### src/rtl/ebat_map.vh
// Constants for the external bus acknowledge termination block
`ifndef EBAT_MAP_VH
`define EBAT_MAP_VH

// ==========================================================
// Clocking
`define EBAT_CLK_PERIOD_NS  50
`define EBAT_BUS_DIV        2
`define EBAT_BUS_PERIOD_NS  (`EBAT_CLK_PERIOD_NS * `EBAT_BUS_DIV)

// ==========================================================
// Timeout, in system bus clock cycles
`define EBAT_TMO_BUS_CYC    11'h400
`define EBAT_TMO_LAST       11'h3ff
`define EBAT_TMO_W          11

// ==========================================================
// Mode qualification
`define EBAT_EDGE_CS        3'h5
`define EBAT_LVL_EXCL_CS    3'h4
`define EBAT_EDGE_WSC       6'h3f
`define EBAT_LVL_WSC_MIN    6'h01
`define EBAT_LVL_CSN_LIM    4'h3
`define EBAT_INS_BASE       3'h2

// ==========================================================
// Acknowledge modes
`define EBAT_MODE_PLAIN     2'h0
`define EBAT_MODE_EDGE      2'h1
`define EBAT_MODE_LEVEL     2'h2

// ==========================================================
// Reset values
`define EBAT_ADDR_RST       24'h000000
`define EBAT_CS_N_RST       6'h3f
`define EBAT_BE_N_RST       4'hf

`endif

### src/rtl/ebat_top.v
// External bus cycle sequencer with transfer acknowledge termination
`timescale 1ns/10ps
`default_nettype none
`include "ebat_map.vh"

module ebat_top (
  input  wire        CLK_I,
  input  wire        RST_N_I,
  input  wire        REQ_I,
  input  wire [2:0]  CS_SEL_I,
  input  wire        WR_I,
  input  wire [23:0] ADDR_I,
  input  wire [3:0]  BE_I,
  input  wire [5:0]  WAIT_STATE_COUNT_I,
  input  wire [3:0]  CS_ASSERT_DELAY_I,
  input  wire [3:0]  CS_NEGATE_DELAY_I,
  input  wire        ACK_GATE_ENABLE_I,
  input  wire [1:0]  ACK_INSENSITIVITY_TIME_I,
  input  wire        EXT_WAIT_ENABLE_I,
  input  wire        SYNC_BURST_I,
  input  wire        OE_ON_FALL_I,
  input  wire        BE_ON_FALL_I,
  input  wire        BCLK_ON_FALL_I,
  input  wire        TRANSFER_ACK_IN_N_I,
  output reg         BUS_CLK_O,
  output reg  [23:0] ADDR_O,
  output reg  [5:0]  CS_N_O,
  output reg         RW_N_O,
  output reg         OE_N_O,
  output reg  [3:0]  BE_N_O,
  output reg         BCLK_O,
  output reg         BUSY_O,
  output reg         DONE_O,
  output reg         BUS_ERR_O,
  output reg  [1:0]  ACK_MODE_O,
  output reg         STALL_O
);

  // ==========================================================
  // Functions
  function [5:0] cs_dec;
    input [2:0] sel;
    begin
      cs_dec = 6'h00;
      if (sel < 3'h6) begin
        cs_dec = 6'h01 << sel;
      end
    end
  endfunction

  // ==========================================================
  // State
  localparam [1:0] S_IDLE = 2'h0;
  localparam [1:0] S_CSA  = 2'h1;
  localparam [1:0] S_DATA = 2'h2;
  localparam [1:0] S_CSN  = 2'h3;

  reg  [1:0]             state_r;
  reg                    pend_r;
  reg  [2:0]             cs_r;
  reg                    wr_r;
  reg  [23:0]            addr_r;
  reg  [3:0]             be_r;
  reg  [1:0]             mode_r;
  reg  [5:0]             ws_r;
  reg  [3:0]             dly_r;
  reg  [3:0]             csn_r;
  reg  [2:0]             ins_r;
  reg  [2:0]             ins_cfg_r;
  reg  [`EBAT_TMO_W-1:0] tmo_r;
  reg                    err_r;
  reg                    oe_req_r;
  reg                    be_req_r;
  reg                    edge_seen_r;
  reg                    ack_meta_r;
  reg                    ack_sync_r;
  reg                    ack_prev_r;

  wire fe = BUS_CLK_O;
  wire re = ~BUS_CLK_O;
  wire ack_rise = ack_sync_r & ~ack_prev_r;
  wire ack_used = (mode_r != `EBAT_MODE_PLAIN);

  // ==========================================================
  // Mode decode, sampled with the request
  reg  [1:0] mode_nxt;
  always @* begin
    mode_nxt = `EBAT_MODE_PLAIN;
    if (!SYNC_BURST_I) begin
      if (ACK_GATE_ENABLE_I && CS_SEL_I == `EBAT_EDGE_CS &&
          WAIT_STATE_COUNT_I == `EBAT_EDGE_WSC &&
          (CS_ASSERT_DELAY_I != 4'h0 || CS_NEGATE_DELAY_I != 4'h0)) begin
        mode_nxt = `EBAT_MODE_EDGE;
      end else if (!ACK_GATE_ENABLE_I && EXT_WAIT_ENABLE_I &&
                   CS_SEL_I != `EBAT_LVL_EXCL_CS &&
                   WAIT_STATE_COUNT_I > `EBAT_LVL_WSC_MIN &&
                   CS_NEGATE_DELAY_I < `EBAT_LVL_CSN_LIM) begin
        mode_nxt = `EBAT_MODE_LEVEL;
      end
    end
  end

  // ==========================================================
  // Acknowledge pin synchroniser; the pin is active low, kept as high = released
  always @(posedge CLK_I or negedge RST_N_I) begin
    if (!RST_N_I) begin
      ack_meta_r <= 1'b1;
      ack_sync_r <= 1'b1;
      ack_prev_r <= 1'b1;
    end else begin
      ack_meta_r <= TRANSFER_ACK_IN_N_I;
      ack_sync_r <= ack_meta_r;
      ack_prev_r <= ack_sync_r;
    end
  end

  // ==========================================================
  // Bus cycle sequencer
  // The bus clock is CLK_I divided by two; its edges act as enables
  always @(posedge CLK_I or negedge RST_N_I) begin
    if (!RST_N_I) begin
      BUS_CLK_O   <= 1'b0;
      ADDR_O      <= `EBAT_ADDR_RST;
      CS_N_O      <= `EBAT_CS_N_RST;
      RW_N_O      <= 1'b1;
      OE_N_O      <= 1'b1;
      BE_N_O      <= `EBAT_BE_N_RST;
      BCLK_O      <= 1'b0;
      BUSY_O      <= 1'b0;
      DONE_O      <= 1'b0;
      BUS_ERR_O   <= 1'b0;
      ACK_MODE_O  <= `EBAT_MODE_PLAIN;
      STALL_O     <= 1'b0;
      state_r     <= S_IDLE;
      pend_r      <= 1'b0;
      cs_r        <= 3'h0;
      wr_r        <= 1'b0;
      addr_r      <= `EBAT_ADDR_RST;
      be_r        <= 4'h0;
      mode_r      <= `EBAT_MODE_PLAIN;
      ws_r        <= 6'h00;
      dly_r       <= 4'h0;
      csn_r       <= 4'h0;
      ins_r       <= 3'h0;
      ins_cfg_r   <= 3'h0;
      tmo_r       <= {`EBAT_TMO_W{1'b0}};
      err_r       <= 1'b0;
      oe_req_r    <= 1'b0;
      be_req_r    <= 1'b0;
      edge_seen_r <= 1'b0;
    end else begin
      BUS_CLK_O <= ~BUS_CLK_O;
      DONE_O    <= 1'b0;
      BUS_ERR_O <= 1'b0;

      // Request accepted only while idle; it waits for the next falling edge
      if (REQ_I && !BUSY_O) begin
        pend_r     <= 1'b1;
        BUSY_O     <= 1'b1;
        cs_r       <= CS_SEL_I;
        wr_r       <= WR_I;
        addr_r     <= ADDR_I;
        be_r       <= BE_I;
        mode_r     <= mode_nxt;
        ACK_MODE_O <= mode_nxt;
        ws_r       <= WAIT_STATE_COUNT_I;
        dly_r      <= CS_ASSERT_DELAY_I;
        csn_r      <= CS_NEGATE_DELAY_I;
        ins_cfg_r  <= `EBAT_INS_BASE + {1'b0, ACK_INSENSITIVITY_TIME_I};
      end

      // Strobes placed on the chosen half of the bus clock
      if (OE_ON_FALL_I ? fe : re) begin
        OE_N_O <= ~oe_req_r;
      end
      if (BE_ON_FALL_I ? fe : re) begin
        BE_N_O <= be_req_r ? ~be_r : `EBAT_BE_N_RST;
      end
      if (BCLK_ON_FALL_I ? fe : re) begin
        BCLK_O <= (state_r == S_DATA) ? ~BCLK_O : 1'b0;
      end

      if (fe) begin
        case (state_r)
          S_IDLE: begin
            if (pend_r) begin
              pend_r  <= 1'b0;
              ADDR_O  <= addr_r;
              RW_N_O  <= ~wr_r;
              CS_N_O  <= ~cs_dec(cs_r);
              tmo_r   <= {`EBAT_TMO_W{1'b0}};
              err_r   <= 1'b0;
              state_r <= S_CSA;
            end
          end
          S_CSA: begin
            if (dly_r == 4'h0) begin
              oe_req_r    <= ~wr_r;
              be_req_r    <= 1'b1;
              ins_r       <= ins_cfg_r;
              edge_seen_r <= 1'b0;
              state_r     <= S_DATA;
            end else begin
              dly_r <= dly_r - 4'h1;
            end
          end
          S_DATA: begin
            if (ack_used) begin
              tmo_r <= tmo_r + {{(`EBAT_TMO_W-1){1'b0}}, 1'b1};
            end
            if (ack_used && tmo_r == `EBAT_TMO_LAST) begin
              err_r    <= 1'b1;
              oe_req_r <= 1'b0;
              be_req_r <= 1'b0;
              STALL_O  <= 1'b0;
              dly_r    <= csn_r;
              state_r  <= S_CSN;
            end else if (mode_r == `EBAT_MODE_EDGE) begin
              // Wait count is ignored: only the rising edge or the timeout ends the cycle
              if (edge_seen_r || ack_rise) begin
                oe_req_r <= 1'b0;
                be_req_r <= 1'b0;
                dly_r    <= csn_r;
                state_r  <= S_CSN;
              end
            end else if (mode_r == `EBAT_MODE_LEVEL && ins_r != 3'h0) begin
              ins_r <= ins_r - 3'h1;
            end else if (mode_r == `EBAT_MODE_LEVEL && !ack_sync_r) begin
              STALL_O <= 1'b1;
            end else begin
              STALL_O <= 1'b0;
              if (ws_r <= `EBAT_LVL_WSC_MIN) begin
                oe_req_r <= 1'b0;
                be_req_r <= 1'b0;
                dly_r    <= csn_r;
                state_r  <= S_CSN;
              end else begin
                ws_r <= ws_r - 6'h01;
              end
            end
          end
          default: begin
            // Negate delay keeps the next cycle apart so a fresh edge is needed
            if (dly_r == 4'h0) begin
              CS_N_O    <= `EBAT_CS_N_RST;
              DONE_O    <= ~err_r;
              BUS_ERR_O <= err_r;
              BUSY_O    <= 1'b0;
              state_r   <= S_IDLE;
            end else begin
              dly_r <= dly_r - 4'h1;
            end
          end
        endcase
      end

      // A rising edge landing between bus clock edges is kept; set wins
      if (state_r == S_DATA && ack_rise) begin
        edge_seen_r <= 1'b1;
      end
    end
  end

endmodule
`default_nettype wire

### config.mk
export PLATFORM = sky130hd
export DESIGN_NAME = ebat_top
export DESIGN_NICKNAME = d
export VERILOG_FILES = /design/src/rtl/ebat_top.v
export VERILOG_INCLUDE_DIRS = /design/src /design/src/rtl
export SDC_FILE = /design/constraint.sdc
export NUM_CORES = 1
export LEC_CHECK = 0
export ABC_AREA = 1
export BUFFER_PORTS_ARGS = -buffer_cell sky130_fd_sc_hd__buf_2
export CELL_PAD_IN_SITES_DETAIL_PLACEMENT = 1
export CELL_PAD_IN_SITES_GLOBAL_PLACEMENT = 1
export CORE_MARGIN = 4
export CORE_UTILIZATION = 36
export DETAILED_ROUTE_END_ITERATION = 8
export GPL_TIMING_DRIVEN = 1
export HOLD_SLACK_MARGIN = 0.03
export PLACE_DENSITY_LB_ADDON = 0.1
export SYNTH_ARGS = -nofsm -noshare
export SYNTH_HDL_FRONTEND = slang
export SYNTH_SLANG_ARGS = --single-unit
### constraint.sdc
create_clock -name CLK_I -period 5.45 [get_ports CLK_I]
set_input_delay 1.09 -clock CLK_I [delete_from_list [all_inputs] [get_ports CLK_I]]
set_output_delay 1.09 -clock CLK_I [all_outputs]
set_load 0.005 [all_outputs]
Yosys cells after proc, flatten, opt, wreduce, memory -nomap -nowiden
Cells that the tools add are included.
{ "classes": {"add_sub_neg": 5, "n_mul": 0, "div": 0, "order_cmp": 4, "n_eq_ne": 21, "shift": 1, "muxes": 86, "bitwise": 10, "reduce_logical": 41} }
{ "ops": {"columns": ["op", "n"], "rows": [
  ["2-to-1 mux 6 bit", 14],
  ["2-to-1 mux 4 bit", 10],
  ["2-to-1 mux 1 bit", 36],
  ["2-to-1 mux 2 bit", 12],
  ["2-to-1 mux 11 bit", 2],
  ["case mux 11 bit (2 select lines)", 1],
  ["inequality test 2 bit (second input constant)", 9],
  ["inequality test 4 bit (second input constant)", 4],
  ["AND reduction 4 bit", 4],
  ["nonzero test 2 bit", 7],
  ["logical AND 1 bit", 12],
  ["2-to-1 mux 3 bit", 4],
  ["case mux 6 bit (2 select lines)", 1],
  ["adder 11 x 1 -> 11 bit (second input constant)", 1],
  ["equality test 11 x 10 -> 1 bit (second input constant)", 1],
  ["case mux 4 bit (2 select lines)", 1],
  ["AND reduction 8 bit", 1],
  ["nonzero test 4 bit", 2],
  ["inverter 1 bit", 7],
  ["AND reduction 7 bit", 1],
  ["equality test 6 bit (second input constant)", 1],
  ["> comparator 6 x 1 -> 1 bit (second input constant)", 1],
  ["<= comparator 6 x 1 -> 1 bit (second input constant)", 1],
  ["inverter 6 bit", 1],
  ["25 further kinds", 34]
]} }
{ "totals": {"register_bits": 117, "latch_bits": 0, "ramBits": 0, "mem_bits_ro": 0, "inputBits": 58, "out_inout_bits": 44, "word_cells": 199, "mem_count": 0} }

Longest topological paths before layout
Gate-level depths: netlist (run 1).
{ "logic_depth": {"ltp_word": 10, "mapped_depth": 14, "mapped_depth_nobuf": 14} }

Least setup slack after synthesis (run 1)
No wires, ideal clock.
{ "synth_timing": {"path_kind": "input-to-reg", "start": "input port REQ_I", "end": "register dly_r[3]", "setup_time_ps": 120, "arrival_time_ps": 2015, "required_ps": 5330, "path_slack_ps": 3314, "stages": 10, "path_buffers": 1, "path_cell_list": "nand2_1 buf_2 o21ai_0 inv_1 nand2_1 nand2_1 o21ai_0 nand2_1 nand2_1 nand2_1"} }
{ "synth_via": {"elab_chain_len": 9, "word_cells_on_any_way": 11, "classes_between": "mux: 10; reduce/logical: 1"} }
{ "synth_lines": {"columns": ["element", "line", "rtl"], "rows": [
  ["start, declared", "ebat_top.v:9", "input wire REQ_I,"],
  ["logical AND 1 bit (*)", "ebat_top.v:157", "if (REQ_I && !BUSY_O) begin"],
  ["2-to-1 mux 4 bit (*)", "ebat_top.v:157", null],
  ["2-to-1 mux 4 bit", "ebat_top.v:232", "if (ws_r <= `EBAT_LVL_WSC_MIN) begin"],
  ["2-to-1 mux 4 bit", "ebat_top.v:228", "end else if (mode_r == `EBAT_MODE_LEVEL && !ack_sync_r) begin"],
  ["2-to-1 mux 4 bit", "ebat_top.v:226", "end else if (mode_r == `EBAT_MODE_LEVEL && ins_r != 3'h0) begin"],
  ["2-to-1 mux 4 bit", "ebat_top.v:218", "end else if (mode_r == `EBAT_MODE_EDGE) begin"],
  ["2-to-1 mux 4 bit", "ebat_top.v:211", "if (ack_used && tmo_r == `EBAT_TMO_LAST) begin"],
  ["case mux 4 bit (2 select lines)", "ebat_top.v:184", "case (state_r)"],
  ["2-to-1 mux 4 bit (*)", "ebat_top.v:183", "if (fe) begin"],
  ["end signal, assigned", "ebat_top.v:216", "dly_r <= csn_r;"],
  ["end signal, assigned", "ebat_top.v:223", "dly_r <= csn_r;"],
  ["end signal, assigned", "ebat_top.v:235", "dly_r <= csn_r;"],
  ["end, declared", "ebat_top.v:66", "reg [3:0] dly_r;"]
]} }
Mark *: on every way between the ends. The rest lies on a longest branch, timed or not.
A chain may end at the register's enable or synchronous reset.

Final worst setup path (run 1)
{ "layout_timing": {"start": "register state_r[0]", "end": "register tmo_r[5]"} }
{ "layout_via": {"elab_chain_len": 3, "word_cells_on_any_way": 7, "classes_between": "eq/ne: 3; mux: 1; reduce/logical: 3"} }
{ "layout_lines": {"columns": ["element", "line", "rtl"], "rows": [
  ["start, declared", "ebat_top.v:58", "reg [1:0] state_r;"],
  ["start signal, assigned", "ebat_top.v:134", "state_r <= S_IDLE;"],
  ["start signal, assigned", "ebat_top.v:193", "state_r <= S_CSA;"],
  ["start signal, assigned", "ebat_top.v:202", "state_r <= S_DATA;"],
  ["equality test 2 bit / logical NOT 2 bit (equally long branches)", "ebat_top.v:184", null],
  ["inequality test 2 bit (no source line) / nonzero test 2 bit (equally long branches)", null, null],
  ["AND reduction 4 bit (no source line)", null, null],
  ["end signal, assigned", "ebat_top.v:146", "tmo_r <= {`EBAT_TMO_W{1'b0}};"],
  ["end signal, assigned", "ebat_top.v:191", "tmo_r <= {`EBAT_TMO_W{1'b0}};"],
  ["end signal, assigned", "ebat_top.v:209", "tmo_r <= tmo_r + {{(`EBAT_TMO_W-1){1'b0}}, 1'b1};"],
  ["end, declared", "ebat_top.v:70", "reg [`EBAT_TMO_W-1:0] tmo_r;"]
]} }
Parallel ways exist; a longest one is shown, timed or not.

==> results of run 1 <==
==> registers in the layout (all words and copies together), names as in the netlist, 2 cells and up <==
register   cells
state_r        2
CS_N_O         6
tmo_r         11
ADDR_O        24
csn_r          4
cs_r           3
ins_cfg_r      3
ws_r           6
dly_r          4
be_r           4
mode_r         2
ins_r          3
BE_N_O         4
addr_r        24
==> final cells by class <==
| cell class | instances | share of cell area |
|---|---|---|
| sequential | 117 | 0.435 |
| clock inverter | 10 | 0.0155 |
| clock buffer | 22 | 0.0685 |
| tap | 188 | 0.0347 |
| timing repair buffer | 103 | 0.0772 |
| antenna | 3 | 0.00111 |
| inverter | 79 | 0.0441 |
| multi-input combinational | 455 | 0.324 |
==> stage by stage <==
stage / instances / hold WS (ns) / setup slack (ns) / util / cell area [µm²]
after floorplan: 672 / 0.345 / 3.31 / - / 5530
after global placement: 942 / 0.348 / 2.52 / 0.410 / 6200
after global routing: 975 / 0.360 / 2.09 / 0.447 / 6770
after detailed placement: 942 / 0.348 / 2.40 / 0.410 / 6200
after CTS: 974 / 0.355 / 2.39 / 0.447 / 6770
final: 977 / 0.354 / 2.48 / 0.448 / 6780
==> layout by cell type, fill, tap and decap left out, types with 4 or more instances in the layout <==
master,Yosys,routed
nor4_1,6,6
nor3_1,7,7
xor2_1,5,5
clkinv_2,0,6
o21ai_1,6,6
a41oi_1,4,4
ha_1,10,10
nand2_1,196,196
xnor2_1,4,4
buf_2,8,100
o21ai_0,80,80
clkbuf_16,0,17
nand4_1,7,7
nor2_1,57,57
dfrtp_1,102,102
inv_1,76,75
nand3_1,27,27
a21oi_1,13,13
a31oi_1,8,8
dfstp_2,15,15
==> worst max-delay path, delay by kind of cell, from the launching register on <==
kind	cells	cell delay [ns]
fa+ha+maj	1	0.35
buf+inv	2	0.21
flops	1	0.41
simple gates	8	1.90
==> worst paths after layout <==
path,from,endpoint,slack [ns],cells after the start
min in group asynchronous,RST_N_I,tmo_r[1]$_DFFE_PN0P_,0.78,1
setup / recovery,state_r[0]$_DFFE_PN0P_,tmo_r[5]$_DFFE_PN0P_,2.48,11
max in group asynchronous,RST_N_I,ADDR_O[1]$_DFFE_PN0P_,3.47,2
hold / removal,ack_meta_r$_DFF_PN1_,ack_sync_r$_DFF_PN1_,0.35,0
hold reg to reg,ack_meta_r$_DFF_PN1_,ack_sync_r$_DFF_PN1_,0.35,0
setup reg to reg,state_r[0]$_DFFE_PN0P_,tmo_r[5]$_DFFE_PN0P_,2.48,11
==> Yosys cell counts <==
library cell and count:
o21ai_2 1, nand3_2 1, o21bai_1 1, a211oi_1 2
inv_2 2, nand3b_1 1, dfstp_2 15, clkbuf_1 11
o21ai_1 6, nor2_1 57, o211ai_1 1, nor2_2 3
nor2_4 3, nand2_2 2, nand3_1 27, dfrtp_1 102
xor2_1 5, o21a_1 2, nand4_1 7, buf_2 8
nand4_2 1, ha_1 10, inv_4 1, nor2_8 1
a21oi_1 13, nor3_2 1, o22ai_1 2, inv_1 76
nor3b_1 1, nor4_1 6, o31ai_1 1, nor3_1 7
nand2_1 196, o21ai_0 80, or2_2 1, xnor2_1 4
buf_1 2, a31oi_1 8, a41oi_1 4
==> routing by layer <==
layer	global-route usage	routed length, µm
met1	0.228	6880
met5	0	35
met2	0.300	7340
met3	0.0607	812
met4	0.0589	221
==> cells by family (layout without fill, tap and decap cells) <==
| logic type | after synthesis | in the layout |
|---|---|---|
| AND/OR/NAND/NOR | 315 | 315 |
| other | 0 | 3 |
| AO/OA/AOI/OAI | 121 | 121 |
| XOR/XNOR | 9 | 9 |
| flip-flops | 117 | 117 |
| buffers and inverters | 100 | 214 |
| adder cells (fa/ha/maj) | 10 | 10 |
==> power breakdown <==
| part | internal [µW] | leakage [µW] | total (µW) | switching (µW) |
|---|---|---|---|---|
| registers | 1250 | 0.00143 | 1460 | 215 |
| clock network | 691 | 0.000279 | 1070 | 382 |
| logic | 486 | 0.00167 | 1330 | 848 |
| total | 2420 | 0.00338 | 3870 | 1440 |
==> key figures, run 1 <==
STA
  – Setup TNS: 0 ns
  – Final Max Tran Viols: 0
  – Final hold violation count: 0
  – Slew @ Worst Pin: 0.995 ns
  – RSZ-0062 raised after global routing: false
  – Final critical path time including I/O delays and setup: 2.97 ns
  – Final period util: 0.545
  – Fmax: 0.337 GHz
  – Final setup fails: 0
  – Clk_skew: 0.00658 ns
  – Slew HR: 0.336

Yosys
  – Largest family of logic cells by synthesized area: simple AND/OR/NAND/NOR gates
  – Net Count, Synth: 740
  – Yosys cell types: 39
  – Synth Area in Adders: 0.0226
  – Synth Area in Compound Gates: 0.118
  – Share of the synthesized area in the top cell type: 0.461
  – Yosys top cell by area: dfrtp_1
  – Mux share of post-synthesis cell area: 0
  – Post-Synth XOR/XNOR Area: 0.0142
  – Seq/Total Area, Yosys: 0.533
  – Mapped cell area: 5530 µm²
  – Syn. warnings: 0
  – Synth top area cells: dfrtp_1 46%, nand2_1 13%, o21ai_0 7.2%, dfstp_2 7.1%, inv_1 5.2%
  – Seq cells post-synth: 117
  – Avg Inst Size Synth: 8.23 µm²
  – Post-Synth Simple-Gate Area: 0.242
  – Cells after Synth: 672

Power and ir drop
  – Power per cell area: 571 nW/µm²
  – Peak VDD IR: 252 µV
  – Pleak: 0.00338 µW
  – Total power: 3870 µW

CTS
  – TritonCTS clock tree: built
  – Clock sinks: 117
  – Total CTS buffers: 17
  – Hold_buf cts: 0
  – Post-CTS sizing: 0
  – Clock Root Buffer: clkbuf_16
  – Post-CTS setup buffer count: 0
  – H-Tree Depth: 4
  – Clk slew on worst S/H paths: 0.06 ns
  – Clock Latency Late Sink: 0.41 ns
  – Clock Tree Buf Depth: 2

Global route
  – Initial antenna violation count: 4
  – Largest net degree at the start of global routing: 69
  – Vias in the first global route: 5,232
  – GRT overflow: 0
  – First-pass GRT wire length: 25.9 mm
  – All-layer global routing usage: 0.183

Setup path
  – Critical path capture point type: flip-flop
  – CP startpoint kind: flip-flop
  – Critical Path AT: 3.27 ns
  – CP max stage delay: 0.82 ns
  – Critical path class: flip-flop to flip-flop
  – CP required: 5.75 ns
  – Crit path top cell by count: nor2_1
  – Crit path cell chain: inv_1 > ha_1 > nand3_2 > nor2_4 > nor2_8 > inv_4 > nand2_2 > nor2_2 > nand2_1 > nor2_1 > nor2_1
  – CP Max Fanout: 48
  – Crit-path slowest cell: nand3_2

Floorplanning
  – Die area: 17,400 µm²
  – Row count: 45
  – Core Area: 15,100 µm²
  – Die X: 132 µm
  – Initial Utilization: 0.365
  – Die Y: 132 µm
  – Ports: 102

Place
  – Post-DP HPWL: 11.1 mm
  – # port buffers: 101
  – GPL Wtd Cong: 0.809

Routing
  – Antenna viol nets, final: 0
  – Vias per inst: 4.90
  – Wire per inst: 15.7 µm
  – Drt first-iter violations: 182
  – Final wirelength: 15.3 mm
  – Remaining DRCs: 0
  – Routed via count: 4,792
  – DR pass1 iterations: 4

Hold path
  – Hold Crit Class: flip-flop to flip-flop

Final layout
  – # fillers: 1,875
  – Share of layout cells above drive strength 1: 0.210
  – Area growth syn-to-layout: 22.5%
  – Fin nets: 841
  – Sequential cell area: 2950 µm²
  – Footprint of the multi-input gates: 2200 µm²

Flow run
  – Max_cap viols: 0

Status
  – Outcome: completed
No activity file was read; power rests on OpenSTA's default activity.
==> run 2, diff against run 1 <==
Clock period 5.45 ns to 2.6 ns, I/O delays scaled along.
==> key figures, run 2 (synthesis results as in run 1) <==
Status
  – Outcome: completed

Routing
  – Wire per inst: 15.8 µm
  – DR pass1 iterations: 4
  – Vias per inst: 4.92
  – Antenna viol nets, final: 0
  – Remaining DRCs: 0
  – Drt first-iter violations: 218
  – Routed via count: 4,838
  – Final wirelength: 15.5 mm

STA
  – Final critical path time including I/O delays and setup: 2.19 ns
  – Fmax: 0.457 GHz
  – Final Max Tran Viols: 0
  – Final setup fails: 0
  – Final hold violation count: 0
  – Clk_skew: 0.0100 ns
  – RSZ-0062 raised after global routing: false
  – Setup ws final: 0.413 ns
  – Final period util: 0.841
  – Setup TNS: 0 ns
  – Slew @ Worst Pin: 0.739 ns
  – Slew HR: 0.503

Floorplanning
  – Row count: 45
  – Die Y: 132 µm
  – Initial Utilization: 0.365
  – Die area: 17,400 µm²
  – Die X: 132 µm
  – Ports: 102
  – Core Area: 15,100 µm²

Final layout
  – Largest registers: ADDR_O x24, addr_r x24, tmo_r x11
  – Commonest non-fill, non-tap cell in the layout: nand2_1
  – Share of layout cells above drive strength 1: 0.220
  – # fillers: 1,871
  – Leading cell types in the layout, fill and taps excluded: 196 x nand2_1, 102 x dfrtp_1, 100 x buf_2
  – Area growth syn-to-layout: 24.6%
  – Final non-filler cell total: 983
  – Fin nets: 849

Power and ir drop
  – Power per cell area: 1210 nW/µm²
  – Peak VDD IR: 678 µV
  – Total power: 8320 µW
  – Pleak: 0.00343 µW

Setup path
  – Critical path capture point type: flip-flop
  – CP startpoint kind: flip-flop
  – Critical Path AT: 2.48 ns
  – CP Max Fanout: 11
  – Critical path class: flip-flop to flip-flop
  – CP required: 2.90 ns

Global route
  – GRT overflow: 0
  – Vias in the first global route: 5,334
  – All-layer global routing usage: 0.185
  – Largest net degree at the start of global routing: 48
  – First-pass GRT wire length: 26.3 mm
  – Initial antenna violation count: 1

Place
  – GPL Wtd Cong: 0.824
  – Post-DP HPWL: 11.6 mm
  – # port buffers: 101
  – Pre-CTS WS: 0.418 ns
  – Dpl cells: 950

CTS
  – Hold_buf cts: 0
  – Total CTS buffers: 17
  – Clock Tree Buf Depth: 2
  – Clock sinks: 117
  – Clk slew on worst S/H paths: 0.06 ns
  – TritonCTS clock tree: built
  – H-Tree Depth: 4
  – Clock Root Buffer: clkbuf_16
  – Clock Latency Late Sink: 0.42 ns
  – Post-CTS setup buffer count: 0
  – Post-CTS sizing: 0

Flow run
  – Max_cap viols: 0

Hold path
  – Hold Crit Class: input pin to asynchronous set/reset pin
## run 2: cell count changes in the layout (fill, tap and decap cells not counted), moves of 2 or more
cell      previous run  this run
clkinv_2             6         0
diode_2              3         1
inv_6                0         3
clkbuf_1             3         1
buf_4                3        10
clkinv_4             0         4
## run 2: layout make-up
class | count | area (µm²) | share of cell area
Clock buffer | 19 | 443 | 0.0642
Inverter | 79 | 299 | 0.0434
Antenna cell | 1 | 2.50 | 0.000363
Multi-Input combinational cell | 455 | 2200 | 0.319
Timing Repair Buffer | 111 | 596 | 0.0864
Clock inverter | 13 | 174 | 0.0252
Sequential cell | 117 | 2950 | 0.427
Tap cell | 188 | 235 | 0.0341
## run 2: worst max-delay path: stages (launching register included)
cell and delay (ns):
dfrtp_1 0.39, inv_1 0.07, ha_1 0.14, ha_1 0.13, inv_1 0.05, o21ai_1 0.27, inv_1 0.13, nor4_1 0.28
nand2_1 0.33, o21ai_1 0.21, inv_1 0.06
## run 2: final timing paths
| path | cells past startpoint | endpoint | from | slack (ns) |
|---|---|---|---|---|
| worst max register to register | 10 | ws_r[3]$_DFF_PN0_ | ins_r[0]$_DFFE_PN0P_ | 0.41 |
| worst max-delay path | 10 | ws_r[3]$_DFF_PN0_ | ins_r[0]$_DFFE_PN0P_ | 0.41 |
| worst min register to register | 0 | ack_sync_r$_DFF_PN1_ | ack_meta_r$_DFF_PN1_ | 0.37 |
| max in group asynchronous | 2 | ADDR_O[19]$_DFFE_PN0P_ | RST_N_I | 1.75 |
| worst min-delay path | 1 | ws_r[5]$_DFF_PN0_ | RST_N_I | 0.13 |
| min in group CLK_I | 1 | ack_meta_r$_DFF_PN1_ | TRANSFER_ACK_IN_N_I | 0.20 |
## run 2: stage by stage
step / area [µm²] / utilization / hold WS [ns]
global route: 6890 / 0.455 / 0.170
CTS: 6890 / 0.455 / 0.140
detailed placement: 6270 / 0.414 / 0.351
global placement: 6270 / 0.414 / 0.351
floorplan: 5530 / - / 0.224
finish: 6890 / 0.455 / 0.127
## run 2: where the power goes
group	internal [µW]	leakage, µW	switching, µW	total (µW)
logic	1030	0.00171	1780	2820
clock network	1550	0.000291	874	2420
registers	2610	0.00143	464	3080
## run 2: per-layer routing
metal,wire (µm),global-route usage
met5,7,0
met4,161,0.0438
met3,773,0.0630
met2,7560,0.313
met1,7010,0.230
